===== config.mk =====
export PLATFORM = sky130hd
export DESIGN_NAME = rgs_clock_ctrl
export DESIGN_NICKNAME = d
export VERILOG_FILES = /design/src/pkg/rgs_pkg.sv /design/src/hw/rgs_clock_ctrl.sv /design/src/hw/rgs_cmp_ram.sv /design/src/hw/rgs_pin_sync.sv
export SDC_FILE = /design/constraint.sdc
export NUM_CORES = 1
export LEC_CHECK = 0
export BUFFER_PORTS_ARGS = -buffer_cell sky130_fd_sc_hd__buf_2
export CAP_MARGIN = 5
export CORE_MARGIN = 5
export CORE_UTILIZATION = 40
export CTS_CLUSTER_DIAMETER = 80
export DETAILED_ROUTE_END_ITERATION = 10
export GPL_TIMING_DRIVEN = 0
export PLACE_DENSITY = 0.55
export SYNTH_ARGS = -nofsm -noshare
export SYNTH_HDL_FRONTEND = slang
export SYNTH_SLANG_ARGS = --single-unit

===== constraint.sdc =====
create_clock -name mclk -period 7.1 [get_ports mclk]
set_input_delay 0.355 -clock mclk [delete_from_list [all_inputs] [get_ports mclk]]
set_output_delay 0.355 -clock mclk [all_outputs]
set_load 0.005 [all_outputs]

===== src/pkg/rgs_pkg.sv =====
// Shared constants for the clock control block: address codes, counter
// digit layout, time base and comparator latch timing.
// Assumes a 10 MHz system clock and a 32,768 Hz oscillator on a pin.
package rgs_pkg;

	localparam int CLK_HZ = 10_000_000;
	localparam int OSC_HZ = 32_768;
	localparam int TICK_HZ = 1_000;
	localparam int LATCH_DELAY_US = 61;
	// Least delay rounds up to whole clock cycles
	localparam int LATCH_DELAY_CYC = (LATCH_DELAY_US * (CLK_HZ / 1_000) + 999) / 1_000;

	localparam int ADDR_W = 5;
	localparam int DATA_W = 8;
	localparam int NUM_GROUPS = 8;
	localparam int ACC_W = 16;

	localparam logic [ACC_W-1:0] ACC_STEP = 16'h03e8;
	localparam logic [ACC_W-1:0] ACC_WRAP = 16'h8000;

	localparam logic [4:0] ADDR_CNT_BASE = 5'h00;
	localparam logic [4:0] ADDR_RAM_BASE = 5'h08;
	localparam logic [4:0] ADDR_CNT_CLEAR = 5'h12;
	localparam logic [4:0] ADDR_RAM_CLEAR = 5'h13;
	localparam logic [4:0] ADDR_ROLL_FLAG = 5'h14;
	localparam logic [4:0] ADDR_GO = 5'h15;
	localparam logic [4:0] ADDR_FAST = 5'h1f;

	localparam int GRP_MS = 0;
	localparam int GRP_SEC = 2;
	localparam int GRP_MIN = 3;
	localparam int ROLL_BIT = 0;
	localparam logic [7:0] GO_SEC_LIMIT = 8'h39;

	// Per group: thousandths, hund/tenths, sec, min, hour, dow, dom, month
	localparam logic [7:0] GRP_USED [NUM_GROUPS] = '{8'hf0, 8'hff, 8'h7f, 8'h7f,
		8'h3f, 8'h07, 8'h3f, 8'h1f};
	localparam logic [7:0] GRP_TOP [NUM_GROUPS] = '{8'h90, 8'h99, 8'h59, 8'h59,
		8'h23, 8'h07, 8'h31, 8'h12};
	localparam logic [7:0] GRP_BOTTOM [NUM_GROUPS] = '{8'h00, 8'h00, 8'h00, 8'h00,
		8'h00, 8'h01, 8'h01, 8'h01};

	// Pin bundle layout after synchronisation
	localparam int PIN_W = 18;
	localparam int PIN_OSC = 17;
	localparam int PIN_ISO = 16;
	localparam int PIN_CS = 15;
	localparam int PIN_RD = 14;
	localparam int PIN_WR = 13;
	localparam int PIN_ADDR_LO = 8;
	localparam logic [PIN_W-1:0] PIN_RESET = 18'h1e000;

endpackage


===== src/hw/rgs_clock_ctrl.sv =====
// Real-time clock control: counters, selective clears, precise start,
// rollover flag, isolation input, fast-count mode and compare latch.
// Assumes host bus pins and the oscillator are asynchronous to mclk.
`timescale 1ns/1ps
//
// Contract
// - Write code 10010 clears counters selectively, 10011 clears latches selectively.
// - Data bit D0 selects thousandths, upward one group per bit, D7 months.
// - Isolation input low makes the device ignore all bus pins and float the data outputs; the oscillator keeps counting.
// - Writing FF at 12H clears all counters, at 13H all compare RAM.
// - Write at 15H clears sub-minute counters, whatever the data.
// - Precise start with seconds above 39 increments minutes, else minutes stay.
// - A 1 kHz tick during or after a counter read sets the rollover flag.
// - Read at 14H returns the rollover flag on D0, zeros elsewhere.
// - Trailing edge of a read at 14H clears the rollover flag.
// - Fast-count mode feeds raw oscillator edges into the fastest counter.
// - A 32,768 Hz time base is divided down to the counter clock.
// - Compare RAM shares the counter layout; unused bits match only zeros.
// - Codes 01000 to 01111 address compare latches, thousandths to months.
// - Compare result latches 61 us after each counter tick outside fast-count mode.
module rgs_clock_ctrl (
	input wire logic mclk,
	input wire logic rst,
	input wire logic ce,
	input wire logic oscIn,
	input wire logic isolate_n,
	input wire logic csN,
	input wire logic rdN,
	input wire logic wrN,
	input wire logic [rgs_pkg::ADDR_W-1:0] addr,
	input wire logic [rgs_pkg::DATA_W-1:0] dataIn,
	output logic [rgs_pkg::DATA_W-1:0] dataOut,
	output logic dataOeN,
	output logic compareMatch,
	output logic fastCountActive
);
	import rgs_pkg::*;

	typedef enum {SCAN_IDLE, SCAN_WAIT, SCAN_RUN} rgs_scan_t;

	logic [PIN_W-1:0] pinS;
	logic isoOk;
	logic rdActive;
	logic wrActive;
	logic rdPrev;
	logic wrPrev;
	logic rdStart;
	logic rdEnd;
	logic wrEnd;
	logic [ADDR_W-1:0] addrS;
	logic [DATA_W-1:0] dataS;
	logic [ADDR_W-1:0] wrAddr;
	logic [DATA_W-1:0] wrData;
	logic [ADDR_W-1:0] rdAddr;
	logic oscPrev;
	logic oscRise;
	logic [ACC_W-1:0] acc;
	logic [ACC_W-1:0] accSum;
	logic tick;
	logic [7:0] cnt [NUM_GROUPS];
	logic [7:0] incVal [NUM_GROUPS];
	logic [NUM_GROUPS:0] carry;
	logic [NUM_GROUPS-1:0] cntClr;
	logic [NUM_GROUPS-1:0] ramClr;
	logic cntLoad;
	logic ramLoad;
	logic goCmd;
	logic goBump;
	logic rollFlag;
	logic readArmed;
	logic cntReading;
	logic flagRdEnd;
	logic [DATA_W-1:0] ramHostData;
	logic [DATA_W-1:0] ramScanData;
	rgs_scan_t scanState;
	logic [9:0] delayCnt;
	logic [2:0] scanIdx;
	logic [2:0] cmpIdx;
	logic scanValid;
	logic matchAcc;
	logic [DATA_W-1:0] next_dataOut;

	function automatic logic [7:0] bcd_step(input logic [7:0] v, input logic hiOnly);
		logic [7:0] r;
		r = v;
		if (hiOnly || v[3:0] == 4'h9) begin
			r = {v[7:4] + 4'h1, 4'h0};
		end else begin
			r = {v[7:4], v[3:0] + 4'h1};
		end
		return r;
	endfunction

	rgs_pin_sync #(
		.W(PIN_W),
		.RESET_VAL(PIN_RESET)
	) u_sync (
		.mclk(mclk),
		.rst(rst),
		.ce(ce),
		.pinIn({oscIn, isolate_n, csN, rdN, wrN, addr, dataIn}),
		.syncOut(pinS)
	);

	assign addrS = pinS[PIN_ADDR_LO +: ADDR_W];
	assign dataS = pinS[DATA_W-1:0];
	// Isolation acts as a second chip select on every strobe
	assign isoOk = pinS[PIN_ISO];
	assign rdActive = isoOk & ~pinS[PIN_CS] & ~pinS[PIN_RD];
	assign wrActive = isoOk & ~pinS[PIN_CS] & ~pinS[PIN_WR];
	assign fastCountActive = wrActive && addrS == ADDR_FAST;

	// Trailing edges only count while not isolated, so dropping isolation
	// mid-access never fires a stale write
	assign rdStart = rdActive & ~rdPrev;
	assign rdEnd = rdPrev & ~rdActive & isoOk;
	assign wrEnd = wrPrev & ~wrActive & isoOk;

	always_ff @(posedge mclk) begin
		if (rst) begin
			rdPrev <= 1'b0;
			wrPrev <= 1'b0;
			wrAddr <= '0;
			wrData <= '0;
			rdAddr <= '0;
		end else if (ce) begin
			rdPrev <= rdActive;
			wrPrev <= wrActive;
			if (wrActive) begin
				wrAddr <= addrS;
				wrData <= dataS;
			end
			if (rdActive) begin
				rdAddr <= addrS;
			end
		end
	end

	// Write decode, one action per trailing edge
	always_comb begin
		cntLoad = wrEnd && wrAddr[4:3] == ADDR_CNT_BASE[4:3];
		ramLoad = wrEnd && wrAddr[4:3] == ADDR_RAM_BASE[4:3];
		cntClr = (wrEnd && wrAddr == ADDR_CNT_CLEAR) ? wrData : '0;
		ramClr = (wrEnd && wrAddr == ADDR_RAM_CLEAR) ? wrData : '0;
		goCmd = wrEnd && wrAddr == ADDR_GO;
	end

	// Fractional divider: 1000 per oscillator edge, tick on wrap of 32768
	assign accSum = acc + ACC_STEP;
	assign oscRise = pinS[PIN_OSC] & ~oscPrev;

	always_ff @(posedge mclk) begin
		if (rst) begin
			oscPrev <= 1'b0;
			acc <= '0;
		end else if (ce) begin
			oscPrev <= pinS[PIN_OSC];
			if (oscRise) begin
				acc <= (accSum >= ACC_WRAP) ? accSum - ACC_WRAP : accSum;
			end
		end
	end

	// Fast-count mode bypasses the divider entirely
	assign tick = oscRise & (fastCountActive | (accSum >= ACC_WRAP));

	// Precise start carries into minutes when seconds already past 39
	assign goBump = goCmd && cnt[GRP_SEC] > GO_SEC_LIMIT;
	assign carry[0] = tick;

	generate
		for (genvar g = 0; g < NUM_GROUPS; g++) begin : g_grp
			logic atTop;
			assign atTop = cnt[g] == GRP_TOP[g];
			assign incVal[g] = atTop ? GRP_BOTTOM[g] : bcd_step(cnt[g], g == GRP_MS);
			if (g == GRP_MIN - 1) begin : g_go
				assign carry[g+1] = (carry[g] & atTop) | goBump;
			end else begin : g_plain
				assign carry[g+1] = carry[g] & atTop;
			end

			always_ff @(posedge mclk) begin
				if (rst) begin
					cnt[g] <= GRP_BOTTOM[g];
				end else if (ce) begin
					if (cntClr[g] || (goCmd && g <= GRP_SEC)) begin
						cnt[g] <= GRP_BOTTOM[g];
					end else if (cntLoad && wrAddr[2:0] == 3'(g)) begin
						cnt[g] <= wrData & GRP_USED[g];
					end else if (carry[g]) begin
						cnt[g] <= incVal[g];
					end
				end
			end
		end
	endgenerate

	rgs_cmp_ram #(
		.DEPTH(NUM_GROUPS),
		.AW(3),
		.W(DATA_W)
	) u_ram (
		.mclk(mclk),
		.rst(rst),
		.ce(ce),
		.wrEn(ramLoad),
		.wrAddr(wrAddr[2:0]),
		.wrData(wrData),
		.clrMask(ramClr),
		.hostAddr(addrS[2:0]),
		.hostData(ramHostData),
		.scanAddr(scanIdx),
		.scanData(ramScanData)
	);

	// Rollover flag: armed by a counter read, set by the next tick
	assign cntReading = rdActive && addrS[4:3] == ADDR_CNT_BASE[4:3];
	assign flagRdEnd = rdEnd && rdAddr == ADDR_ROLL_FLAG;

	always_ff @(posedge mclk) begin
		if (rst) begin
			readArmed <= 1'b0;
		end else if (ce) begin
			if (rdStart && cntReading) begin
				readArmed <= 1'b1;
			end else if (flagRdEnd) begin
				readArmed <= 1'b0;
			end
		end
	end

	always_ff @(posedge mclk) begin
		if (rst) begin
			rollFlag <= 1'b0;
		end else if (ce) begin
			// A tick in the clearing cycle still sets the flag
			if (tick && (cntReading || readArmed)) begin
				rollFlag <= 1'b1;
			end else if (flagRdEnd) begin
				rollFlag <= 1'b0;
			end
		end
	end

	// Read data mux, registered onto the pins
	always_comb begin
		next_dataOut = '0;
		if (addrS[4:3] == ADDR_CNT_BASE[4:3]) begin
			next_dataOut = cnt[addrS[2:0]];
		end else if (addrS[4:3] == ADDR_RAM_BASE[4:3]) begin
			next_dataOut = ramHostData;
		end else if (addrS == ADDR_ROLL_FLAG) begin
			next_dataOut[ROLL_BIT] = rollFlag;
		end
	end

	always_ff @(posedge mclk) begin
		if (rst) begin
			dataOut <= '0;
			dataOeN <= 1'b1;
		end else if (ce) begin
			dataOut <= rdActive ? next_dataOut : '0;
			dataOeN <= ~rdActive;
		end
	end

	// Compare scan: wait out counter ripple, then walk the eight groups.
	// A tick arriving mid-wait does not restart it, so fast-count mode
	// still latches roughly every third tick.
	always_ff @(posedge mclk) begin
		if (rst) begin
			scanState <= SCAN_IDLE;
			delayCnt <= '0;
			scanIdx <= '0;
			cmpIdx <= '0;
			scanValid <= 1'b0;
			matchAcc <= 1'b0;
			compareMatch <= 1'b0;
		end else if (ce) begin
			scanValid <= 1'b0;
			cmpIdx <= scanIdx;
			case (scanState)
				SCAN_IDLE: begin
					if (tick) begin
						delayCnt <= 10'(LATCH_DELAY_CYC - 1);
						scanState <= SCAN_WAIT;
					end
				end
				SCAN_WAIT: begin
					if (delayCnt == '0) begin
						scanIdx <= '0;
						matchAcc <= 1'b1;
						scanState <= SCAN_RUN;
					end else begin
						delayCnt <= delayCnt - 10'h001;
					end
				end
				SCAN_RUN: begin
					scanIdx <= scanIdx + 3'h1;
					scanValid <= 1'b1;
					if (scanIdx == 3'h7) begin
						scanState <= SCAN_IDLE;
					end
				end
				default: begin
					scanState <= SCAN_IDLE;
				end
			endcase
			if (scanValid) begin
				// Unused counter bits read zero, so RAM must hold zero there
				if (cmpIdx == 3'h7) begin
					compareMatch <= matchAcc && (ramScanData == cnt[cmpIdx]);
				end else begin
					matchAcc <= matchAcc && (ramScanData == cnt[cmpIdx]);
				end
			end
		end
	end
endmodule // rgs_clock_ctrl


===== src/hw/rgs_cmp_ram.sv =====
// Compare RAM: one byte per digit group, two registered read ports.
// Assumes one writer; a clear of an entry wins over a write to it.
`timescale 1ns/1ps
module rgs_cmp_ram #(
	parameter int DEPTH = 8,
	parameter int AW = 3,
	parameter int W = 8
) (
	input wire logic mclk,
	input wire logic rst,
	input wire logic ce,
	input wire logic wrEn,
	input wire logic [AW-1:0] wrAddr,
	input wire logic [W-1:0] wrData,
	input wire logic [DEPTH-1:0] clrMask,
	input wire logic [AW-1:0] hostAddr,
	output logic [W-1:0] hostData,
	input wire logic [AW-1:0] scanAddr,
	output logic [W-1:0] scanData
);
	logic [W-1:0] mem [DEPTH];

	generate
		if (DEPTH != (1 << AW)) begin : g_chk
			$error("rgs_cmp_ram: DEPTH must equal 2**AW");
		end
		for (genvar e = 0; e < DEPTH; e++) begin : g_entry
			always_ff @(posedge mclk) begin
				if (rst) begin
					mem[e] <= '0;
				end else if (ce) begin
					if (clrMask[e]) begin
						mem[e] <= '0;
					end else if (wrEn && wrAddr == AW'(e)) begin
						mem[e] <= wrData;
					end
				end
			end
		end
	endgenerate

	always_ff @(posedge mclk) begin
		if (rst) begin
			hostData <= '0;
			scanData <= '0;
		end else if (ce) begin
			hostData <= mem[hostAddr];
			scanData <= mem[scanAddr];
		end
	end
endmodule // rgs_cmp_ram


===== src/hw/rgs_pin_sync.sv =====
// Three-stage pin synchroniser with agreement filter.
// Assumes inputs are asynchronous to mclk; output moves only when the
// second and third stages agree.
`timescale 1ns/1ps
module rgs_pin_sync #(
	parameter int W = 1,
	parameter logic [W-1:0] RESET_VAL = '0
) (
	input wire logic mclk,
	input wire logic rst,
	input wire logic ce,
	input wire logic [W-1:0] pinIn,
	output logic [W-1:0] syncOut
);
	logic [W-1:0] stage1;
	logic [W-1:0] stage2;
	logic [W-1:0] stage3;
	logic [W-1:0] agree;

	generate
		if (W < 1) begin : g_chk
			$error("rgs_pin_sync: W must be at least 1");
		end
	endgenerate

	assign agree = ~(stage2 ^ stage3);

	always_ff @(posedge mclk) begin
		if (rst) begin
			stage1 <= RESET_VAL;
			stage2 <= RESET_VAL;
			stage3 <= RESET_VAL;
			syncOut <= RESET_VAL;
		end else if (ce) begin
			stage1 <= pinIn;
			stage2 <= stage1;
			stage3 <= stage2;
			syncOut <= (stage3 & agree) | (syncOut & ~agree);
		end
	end
endmodule // rgs_pin_sync


# Word level (Yosys, flattened, before mapping)
# Memory sizes are Yosys's and may differ from the RTL's. A register that Yosys moved wholly into a read port is not among the register bits.
# Cells that the tools add are included.
[classes]
reduce_logical = 50
n_lt_le_gt_ge = 2
bitwise_logic = 72
muxes = 278
add_sub_neg = 19
n_eq_ne = 39
[op_table]
columns = ["op", "count"]
rows = [
  ["8-bit 2-to-1 mux", 59],
  ["1-bit 2-to-1 mux", 204],
  ["32-bit 2-to-1 mux", 3],
  ["32-bit one-hot mux with 3 select lines", 1],
  ["4-bit by 1-bit adder with 4-bit output, second input constant", 15],
  ["1-bit bitwise OR", 42],
  ["18-bit AND", 2],
  ["18-bit inverter", 2],
  ["32-bit by 1-bit equality test with 1-bit output, second input constant", 1],
  ["32-bit by 2-bit equality test with 1-bit output, second input constant", 1],
  ["32-bit zero test", 1],
  ["5-bit equality test, second input constant", 6],
  ["4-bit equality test, second input constant", 7],
  ["1-bit logical AND", 28],
  ["10-bit 2-to-1 mux", 2],
  ["10-bit one-hot mux with 2 select lines", 1],
  ["3-bit equality test, second input constant", 6],
  ["18-bit bitwise OR", 1],
  ["18-bit XOR", 1],
  ["1-bit AND", 17],
  ["16-bit by 10-bit adder with 16-bit output, second input constant", 1],
  ["8-bit by 6-bit equality test with 1-bit output, second input constant", 2],
  ["8-bit by 7-bit equality test with 1-bit output, second input constant", 2],
  ["8-bit equality test, second input constant", 2],
  ["25 further kinds", 53],
]
[word_totals]
regBits = 171
ramBits = 128
n_memories = 2
wordCells = 484
inputBits = 21
[memory_table]
columns = ["memory", "words", "word_bits", "rd", "rd_clocked_by_memory_dff", "write_ports", "line_no", "source"]
rows = [
  ["cnt", 8, 8, 10, 2, 8, "rgs_clock_ctrl.sv:60", "logic [7:0] cnt [NUM_GROUPS];"],
  ["u_ram.mem", 8, 8, 2, 2, 8, "rgs_cmp_ram.sv:21", "logic [W-1:0] mem [DEPTH];"],
]

# Logic depth before layout (Yosys ltp)
# Gate-level depths: netlist (run 1).
[depth]
word_depth = 21
ltp_mapped = 9

# By module
# From an unflattened synthesis (run 1), not the netlist that was laid out.
[hier_totals]
hier_cells = 1541
hier_area_um2 = 15092.0
[by_module_without_submodules]
columns = ["mod", "area_each_um2", "cells_per_inst", "n_inst"]
rows = [
  ["rgs_clock_ctrl", 8231.6, 915, 1],
  ["rgs_cmp_ram", 4151.5, 351, 1],
  ["rgs_pin_sync", 2708.8, 275, 1],
]

# Worst setup path before layout (run 1)
# No wires, ideal clock.
[synth_path]
kind = "register to register"
start = "memory cnt[5][4]"
end = "memory cnt[7][4], enable pin"
arrival_ps = 2364
setup_time_ps = 343
slack_ps = 4393
t_required_ps = 6757
path_stages_with_launch = 8
period_less_slack_ps = 2707
path_cell_list = "edfxtp_1 > inv_1 > ha_1 > or4bb_1 > nor3b_1 > nand3_1 > or4_1 > mux2i_1"
[synth_rtl]
columns = ["element", "line_no"]
rows = [
  ["start, declared", "rgs_clock_ctrl.sv:60"],
]

==> out/metrics.yaml, run 1 <==
hold_buffers: 2
holdWs_ps: 27.2
grt.total_usage_pct: 22.4
hold_class: "primary input to register"
die_area_um2: 40800
area_delta_synth_final_pct: 12.4
io_pins: 32
antennaDiodeCount: 0
final_common_cell: "dfxtp_1"
post_cts_resized: 0
clock_sink_count: 284
synth_area_um2: 14700
grt_max_degree: 13
portBuffers: 29
cp_max_fo: 8
drc: 0
path_class: "register to register"
relSlewSlack_pct: 18.3
cp.arrival_ps: 4080
fmax_mhz: 256
hold_viol: 0
cts_root_buffer: "clkbuf_16"
cpPeakStageDelay_ps: 850
power_density_nw_per_um2: 222
crit_chain: "inv_1, ha_1, nand3b_1, nor4_1, nand2_1, o21ai_1, nand3_1, a21boi_0"
synth-seq-area-share_pct: 47.0
crit_family: "compound AO/OA/AOI/OAI gates"
setup_tns_ps: 0
stdcell_count: 2018
ys_seq_elements: 284
synthCells: 1458
placed_area_um2: 15500
fill_cells: 3434
synth_nets: 1504
antenna_found_initial: 1
numCtsBuffers: 34
globalplace.congestion: 0.905
syn-mean-instance-area_um2: 10.1
rsz0062_at_grt: "no"
chipHeight_um: 202
post_cts_buffers: 0
core-area_um2: 36400
cts_tree: "done"
insertion_delay_ps: 540
wl_um: 46200
peakVddDrop_mv: 0.137
wl_per_cell_um: 22.9
path_buf_inv: 1
dp.final_hpwl_um: 33600
cp.required_ps: 7280
drive_gt1_share_pct: 10.4
grt_pass1_wl_um: 70100
layout_common_cells: "dfxtp_1, nand2_1, nor2_1"
async_reset_ff_share_pct: 0
grt_overflow: 0
yosysWarnings: 0
cts.path.max_buffers: 3
dr_total_vias: 11600
htree_levels: 2
synth.distinct_cells: 69
rows: 70
crit_path_top_delay_cell: "o21ai_1"
worst_pin_slew_ps: 1210
die-width_um: 202
grt_pass1_vias: 11100
power.leakage_nw: 5.80
fin_skew_ps: 22.8
clkTransAtPathRegs_ps: 60
final_nets: 1572
min_period_over_period_pct: 54.9
setup.worst_path.start_class: "register"
drt_pre_antenna_iters: 7
crit_path_end_kind: "register"
p_total_mw: 3.67
postLayoutCellArea_um2: 16500
ys.flop_type: "dfxtp_1"
setup_viol: 0
max-cap-violations: 0
initial_utilization_pct: 40.4
drtIter0Drc: 1102
dp.cells: 1956
status: "completed"
period_needed_ps: 3900
ant_nets: 0
synth_edf_count: 124
viasPerCell: 5.74
final_max_slew_viol_count: 0
==> synthesized netlist by cell type, types with 5 or more instances <==
cell / count / area share, %
a211o_1: 18 / 1.1
nand3b_1: 6 / 0.31
nand2_1: 152 / 3.9
xor2_1: 22 / 1.3
nand3_1: 30 / 1.0
mux2_2: 6 / 0.46
o32ai_1: 9 / 0.54
inv_1: 34 / 0.87
a21o_1: 17 / 0.87
nand4_1: 13 / 0.55
nor4_1: 12 / 0.51
or4_1: 8 / 0.41
a21oi_1: 68 / 2.3
mux4_2: 50 / 7.6
edfxtp_1: 124 / 25
xnor2_1: 22 / 1.3
nor3_1: 23 / 0.78
clkbuf_1: 73 / 1.9
o22ai_1: 13 / 0.55
buf_2: 7 / 0.24
o21ai_0: 67 / 2.3
or3_1: 13 / 0.55
ha_1: 25 / 2.1
o21bai_1: 7 / 0.36
o31ai_1: 9 / 0.46
and3_1: 5 / 0.21
dfxtp_1: 160 / 22
mux2i_1: 86 / 5.8
nand2b_1: 16 / 0.68
or2_2: 13 / 0.55
and2_1: 71 / 3.0
nor4b_1: 5 / 0.30
a211oi_1: 18 / 0.92
a22oi_1: 10 / 0.51
buf_1: 14 / 0.36
nor2b_1: 19 / 0.81
a31oi_1: 9 / 0.38
nor2_1: 147 / 3.7
==> cell type report <==
class / count / area, um^2 / share of cell area (%)
sequential: 284 / 6930 / 41.9
buffer: 95 / 369 / 2.23
clock buffer: 50 / 1010 / 6.12
inverter: 34 / 128 / 0.771
clock inverter: 10 / 52.6 / 0.318
tap: 468 / 586 / 3.54
multi-input combinational: 1045 / 7300 / 44.1
timing repair buffer: 32 / 173 / 1.04
==> power breakdown <==
part	leakage (nW)	total (mW)	switching (mW)	internal [mW]
Combinational	2.76	0.179	0.109	0.0706
Sequential	2.52	1.80	0.0493	1.75
Clock	0.523	1.68	0.695	0.989
==> routing by layer <==
metal | up-vias | routed length (um) | GRT usage [%]
met2 | 421 | 20400 | 34.1
met5 | - | 14 | 0
met1 | 5632 | 20900 | 32.3
met4 | 2 | 1400 | 6.40
li1 | 5453 | - | -
met3 | 81 | 3510 | 4.64
==> worst paths after layout <==
check	depth (start not counted)	slack (ps)	from	endpoint
min reg2reg	2	450	u_sync.stage3[2]$_SDFFE_PP0P_	register
max reg2reg	8	3200	cnt[1][1]$_DFFE_PP_	cnt[5][5]$_SDFFCE_PP0P_
min	2	30	rdN	u_sync.stage1[14]$_SDFFE_PP1P_
max	8	3200	cnt[1][1]$_DFFE_PP_	cnt[5][5]$_SDFFCE_PP0P_
==> metrics by stage <==
stage / setup WS, ps / util (%)
after floorplan: 4390 / -
after global placement: 3210 / 42.4
after detailed placement: 3330 / 42.4
after CTS: 3310 / 45.4
after global routing: 3060 / 45.4
final: 3200 / 45.4
==> kinds of logic (layout without fill, tap and decap cells) <==
kind of cell	Yosys count	count (layout)	synth area share (%)
flops	284	284	47.0
xor+xnor	44	44	2.62
buf+inv	129	221	3.37
compound gates	282	282	12.4
fa+ha+maj	25	25	2.12
mux	142	142	14.0
simple gates	552	552	18.5
==> sequential cells by signal, summed over array words and instances (netlist names), 2 cells and up, named ones only <==
name,flops
u_sync.stage2,18
wrData,8
delayCnt,10
u_ram.mem,64
wrAddr,5
u_sync.stage1,18
cmpIdx,3
u_sync.syncOut,3
scanState,2
u_sync.stage3,18
dataOut,8
acc,13
u_ram.scanData,8
scanIdx,3
rdAddr,5
cnt,60
u_ram.hostData,8
Note: power is estimated with default switching activity, not from simulation.
==> run 2: changes to the inputs <==
Clock period 7.1 ns to 3.63 ns, I/O delays scaled along.
==> out/metrics.yaml, run 2 (same netlist as run 1, synthesis figures left out) <==
status: "completed"
grt_pass1_wl_um: 70500  # +0.45%
numCtsBuffers: 34  # unchanged
fin_skew_ps: 28.2  # +5.41 ps
cts.path.max_buffers: 3  # unchanged
cp.required_ps: 3790  # -3490 ps
stdcell_count: 2034  # +0.79%
r2r_cells: 8  # unchanged
drt_pre_antenna_iters: 5  # -2
top_regs: "u_ram.mem (64), cnt (60)"
reg2reg_slack_ps: 250  # -2950 ps
setup.worst_path.start_class: "register"
postLayoutCellArea_um2: 16700  # +1.1%
power.leakage_nw: 5.87  # +1.2%
wl_um: 46300  # +0.13%
crit_path_top_delay_cell: "or4_1"
setup_viol: 0  # unchanged
core-area_um2: 36400  # unchanged
min_period_over_period_pct: 93.2  # +38 points
portBuffers: 29  # unchanged
power_density_nw_per_um2: 430  # +94%
layout_common_cells: "dfxtp_1, nand2_1, nor2_1"
gr-usage-met2_pct: 34.3  # +0.19 points
worst_pin_slew_ps: 1200  # -14.6 ps
largest_register: "u_ram.mem"
hold_start: "ce"
grt_overflow: 0  # unchanged
placed_area_um2: 15500  # unchanged
clock_sink_count: 284  # unchanged
grt.total_usage_pct: 22.4  # +0.082 points
area_delta_synth_final_pct: 13.6
r2r-start: "cnt[1][1]$_DFFE_PP_"
antennaDiodeCount: 0  # unchanged
fill_cells: 3423  # -0.32%
dp.cells: 1956  # unchanged
dr_total_vias: 11700  # +0.54%
drc: 0  # unchanged
relSlewSlack_pct: 19.3  # +0.98 points
hold_class: "primary input to register"
cp_max_fo: 7  # -1
drive_gt1_share_pct: 10.5  # +0.085 points
io_pins: 32  # unchanged
post_cts_buffers: 0  # unchanged
chipHeight_um: 202  # unchanged
cts_root_buffer: "clkbuf_16"
path_class: "register to register"
largest_register_ffs: 64  # unchanged
final_nets: 1588  # +1.0%
ant_nets: 0  # unchanged
hold_viol: 0  # unchanged
peakVddDrop_mv: 0.270  # +96%
insertion_delay_ps: 540  # about the same
rsz0062_at_grt: "no"
die_area_um2: 40800  # unchanged
cts_tree: "done"
final_common_cell: "dfxtp_1"
clkTransAtPathRegs_ps: 60  # about the same
drtIter0Drc: 1067  # -3.2%
globalplace.congestion: 0.905  # unchanged
p_total_mw: 7.18  # +96%
max-cap-violations: 0  # unchanged
grt_max_degree: 13  # unchanged
use_met1_pct: 32.4  # +0.082 points
rr_endpoint: "cnt[7][6]$_SDFFCE_PP0P_"
holdWs_ps: 82.2  # +55.0 ps
dp.final_hpwl_um: 33600  # unchanged
grtUsageMet3_pct: 4.64  # unchanged
antenna_found_initial: 1  # unchanged
whs_path_depth: 3  # +1
fmax_mhz: 296  # +15%
rows: 70  # unchanged
die-width_um: 202  # unchanged
grt_pass1_vias: 11200  # +0.68%
cp.arrival_ps: 3540  # -540 ps
final_max_slew_viol_count: 0  # unchanged
cpPeakStageDelay_ps: 620  # -230 ps
wl_per_cell_um: 22.8  # -0.66%
initial_utilization_pct: 40.4  # unchanged
htree_levels: 2  # unchanged
setup_tns_ps: 0  # unchanged
crit_chain: "inv_1, ha_1, nand3b_1, nor4_2, nand2_1, o21a_1, or4_1, mux2i_1"
hold_end: "oscPrev$_SDFFE_PP0P_"
period_needed_ps: 3380  # -518 ps
crit_path_end_kind: "register"
busiest_layer: "met2"
viasPerCell: 5.73  # -0.25%
-- run 2: worst max-delay path by stage --
stage                     slack [ps]                      end  cells after the start                    start
after global routing              60  cnt[4][5]$_SDFFCE_PN0P_                      8      acc[3]$_SDFFE_PP0P_
after CTS                        120  cnt[5][5]$_SDFFCE_PP0P_                      8      cnt[1][1]$_DFFE_PP_
final                            250  cnt[7][6]$_SDFFCE_PP0P_                      8      cnt[1][1]$_DFFE_PP_
after detailed placement        -140  cnt[5][5]$_SDFFCE_PP0P_                      8      cnt[1][1]$_DFFE_PP_
after floorplan                  920      cnt[7][4]$_DFFE_PP_                      7  cnt[5][4]$_SDFFCE_PP0P_
after global placement          -110  cnt[5][7]$_SDFFCE_PP0P_                      8      cnt[1][1]$_DFFE_PP_
-- run 2: worst max-delay path, delay by kind of cell, from the launching register on --
kind,cells,cell delay [ps]
and+or+nand+nor,4,1500
buffers and inverters,1,120
adders and majority gates,1,150
muxes,1,430
AOI/OAI and AO/OA,1,330
DFF,1,460
-- run 2: layer usage --
layer	up-vias	routed length [um]
met5	-	13
met4	2	1330
met3	76	3420
met2	410	20500
met1	5680	21000
li1	5484	-
-- run 2: through the flow --
step                      utilization, %  setup WS [ps]
after floorplan                        -            923
after global placement              42.4           -112
after detailed placement            42.4           -136
after CTS                           45.9            118
after global routing                45.9           59.4
final                               45.9            248
-- run 2: what timing repair did --
action / in CTS / in global routing
endpoints found under the hold margin: 18 / 0
hold buffers: 18 / 0
gates resized for setup: 1 / 3
gates cloned: 0 / 0
endpoints found under the setup margin: 4 / 8
-- run 2: power breakdown --
group	switching, mW	leakage, nW	internal [mW]	total (mW)
registers	0.0958	2.52	3.43	3.53
logic	0.215	2.83	0.149	0.364
clock network	1.36	0.523	1.93	3.30
total	1.67	5.87	5.51	7.18
-- run 2: final cells by class --
type                            count  area [um^2]  area share [%]
Timing Repair Buffer               48          333            1.99
Clock inverter                     10         52.6           0.314
Inverter                           34          128           0.763
Sequential cell                   284         6930            41.4
Multi-Input combinational cell   1045         7320            43.7
Buffer                             95          369            2.21
Clock buffer                       50         1010            6.06
Tap cell                          468          586            3.50
==> run 3: changes to the inputs <==
Settings changed: ABC_AREA from default to 1.
==> out/metrics.yaml, run 3 <==
status: "completed"
dp.final_hpwl_um: 37900  # +13%
cts_root_buffer: "clkbuf_16"
ys.flop_type: "dfxtp_1"
wl_um: 51100  # +10%
die_area_um2: 39900  # -2.1%
initial_utilization_pct: 40.5  # +0.090 points
ys_top_cells_by_area: "edfxtp_1, dfxtp_1, o21ai_0"
drc: 0  # unchanged
synth.top_cells.by_count: "o21ai_0, nor2_1, nand2_1"
wl_per_cell_um: 21.6  # -5.3%
power.leakage_nw: 6.00  # +2.2%
grt_pass1_vias: 12800  # +14%
min_period_over_period_pct: 86.1  # -7.1 points
largest_register_ffs: 64  # unchanged
crit_chain: "inv_1, ha_1, nand3_1, nor3_1, nand4_4, o21bai_4, nand4_4, nor2_4, nor2_1, nor2_1"
yosys.area.top_type_share_pct: 25.8  # +0.56 points
drtIter0Drc: 1452  # +36%
fmax_mhz: 320  # +8.3%
chipHeight_um: 200  # -1.0%
final_common_cell: "o21ai_0"
setup_viol: 0  # unchanged
post_cts_buffers: 0  # unchanged
layout_common_cells: "o21ai_0, nor2_1, nand2_1"
crit_start: "cnt[1][5]$_DFFE_PP_"
synth-seq-area-share_pct: 48.1  # +1.0 points
relSlewSlack_pct: 33.2  # +14 points
grt.total_usage_pct: 25.6  # +3.1 points
setup.worst_path.start_class: "register"
top_regs: "u_ram.mem (64), cnt (60)"
grt_pass1_wl_um: 78200  # +11%
peakVddDrop_mv: 0.346  # +28%
hold_viol: 0  # unchanged
cp.required_ps: 3810  # +20 ps
clkTransAtPathRegs_ps: 60  # about the same
fill_cells: 3560  # +4.0%
yosysTopAreaCell: "edfxtp_1"
crit_path_top_delay_cell: "nor3_1"
drive_gt1_share_pct: 6.76  # -3.7 points
fin_skew_ps: 16.0  # -12.2 ps
numCtsBuffers: 34  # unchanged
synth.distinct_cells: 55  # -20%
antenna_found_initial: 1  # unchanged
synthCells: 1803  # +24%
final_nets: 1932  # +22%
path_buf_inv: 1  # unchanged
path_class: "register to register"
p_total_mw: 7.57  # +5.4%
post_cts_resized: 0  # -1
synth_area_um2: 14400  # -2.2%
area_delta_synth_final_pct: 14.0
core-area_um2: 35600  # -2.4%
max-cap-violations: 0  # unchanged
crit_path_end_kind: "register"
viasPerCell: 5.70  # -0.46%
synth_edf_count: 124  # unchanged
final_max_slew_viol_count: 0  # unchanged
globalplace.congestion: 0.963  # +6.4%
portBuffers: 29  # unchanged
worst_pin_slew_ps: 998  # -202 ps
synth_nets: 1849  # +23%
cp.arrival_ps: 3300  # -240 ps
rows: 69  # -1.4%
cpPeakStageDelay_ps: 550  # -70 ps
power_density_nw_per_um2: 461  # +7.4%
htree_levels: 2  # unchanged
r2r-start: "cnt[1][5]$_DFFE_PP_"
grt_overflow: 0  # unchanged
grt_max_degree: 14  # +1
ant_nets: 0  # unchanged
io_pins: 32  # unchanged
crit_family: "simple AND/OR/NAND/NOR gates"
setup_tns_ps: 0  # unchanged
hold_start: "ce"
clock_sink_count: 284  # unchanged
insertion_delay_ps: 540  # about the same
cp_max_fo: 8  # +1
drt_pre_antenna_iters: 6  # +1
largest_register: "u_ram.mem"
yosysWarnings: 0  # unchanged
die-width_um: 200  # -1.0%
hold_class: "primary input to register"
yosysMostFrequentCell: "o21ai_0"
period_needed_ps: 3120  # -258 ps
ys_seq_elements: 284  # unchanged
rsz0062_at_grt: "no"
cts.path.max_buffers: 3  # unchanged
holdWs_ps: 59.8  # -22.4 ps
dr_total_vias: 13500  # +16%
syn-mean-instance-area_um2: 7.99  # -21%
cts_tree: "done"
async_reset_ff_share_pct: 0  # unchanged
==> run 3: cells by family (layout without fill, tap and decap cells) <==
family,count (synthesis),in the layout,share of synthesized area [%]
flip-flops,284,284,48.1
buffers and inverters,275,381,7.35
adder cells (fa/ha/maj),25,25,2.17
XOR/XNOR,35,35,2.13
other,0,1,0
AND/OR/NAND/NOR,645,645,19.8
AO/OA/AOI/OAI,539,539,20.5
==> run 3: per-stage QoR <==
stage | setup slack (ps) | instances | instance area, um^2 | util, %
after global routing | 281 | 2370 | 16400 | 46.2
after floorplan | 1340 | 1803 | 14400 | -
after global placement | 542 | 2293 | 15100 | 42.5
final | 506 | 2371 | 16400 | 46.2
after CTS | 519 | 2370 | 16400 | 46.2
after detailed placement | 540 | 2293 | 15100 | 42.5
==> run 3: path summary, 6_finish.rpt <==
path                              to  slack (ps)  cells after the start
min             oscPrev$_SDFFE_PP0P_          60                      3
min reg2reg     acc[12]$_SDFFE_PP0P_         450                      2
max reg2reg  cnt[6][6]$_SDFFCE_PP0P_         510                     10
max          cnt[6][6]$_SDFFCE_PP0P_         510                     10
==> run 3: worst reg2reg max path, delay by kind of cell, from the launching register on <==
family | cells | cell delay (ps)
AO/OA/AOI/OAI | 1 | 230
adder cells (fa/ha/maj) | 1 | 150
buffers and inverters | 1 | 150
flip-flops | 1 | 480
AND/OR/NAND/NOR | 7 | 1770
==> run 3: repair_timing <==
| item | CTS | global route |
|---|---|---|
| endpoints found under the setup margin | 0 | 0 |
| hold buffers | 18 | 0 |
| hold endpoints to repair | 18 | 0 |
==> run 3: routing by layer <==
layer  vias to the layer above  wire [um]  track usage (%)
met5                         -         13                0
met4                         2       1680             8.28
met3                       101       4290             3.83
met2                       622      23200             41.1
met1                      6424      21900             35.9
li1                       6371          -                -
==> run 3: where the power goes <==
| group | switching (mW) | internal [mW] | total, mW |
|---|---|---|---|
| Sequential | 0.0934 | 3.44 | 3.54 |
| Clock | 1.42 | 2.03 | 3.45 |
| Combinational | 0.400 | 0.184 | 0.584 |
==> run 3: layout make-up <==
cell class                      count  area, um^2  share of cell area [%]
Sequential cell                   284        6930                    42.2
Antenna cell                        1        2.50                  0.0152
Clock inverter                     13         138                   0.838
Inverter                          178         668                    4.07
Buffer                             97         390                    2.38
Clock buffer                       46         970                    5.91
Multi-Input combinational cell   1244        6420                    39.1
Tap cell                          461         577                    3.51
Timing Repair Buffer               47         325                    1.98
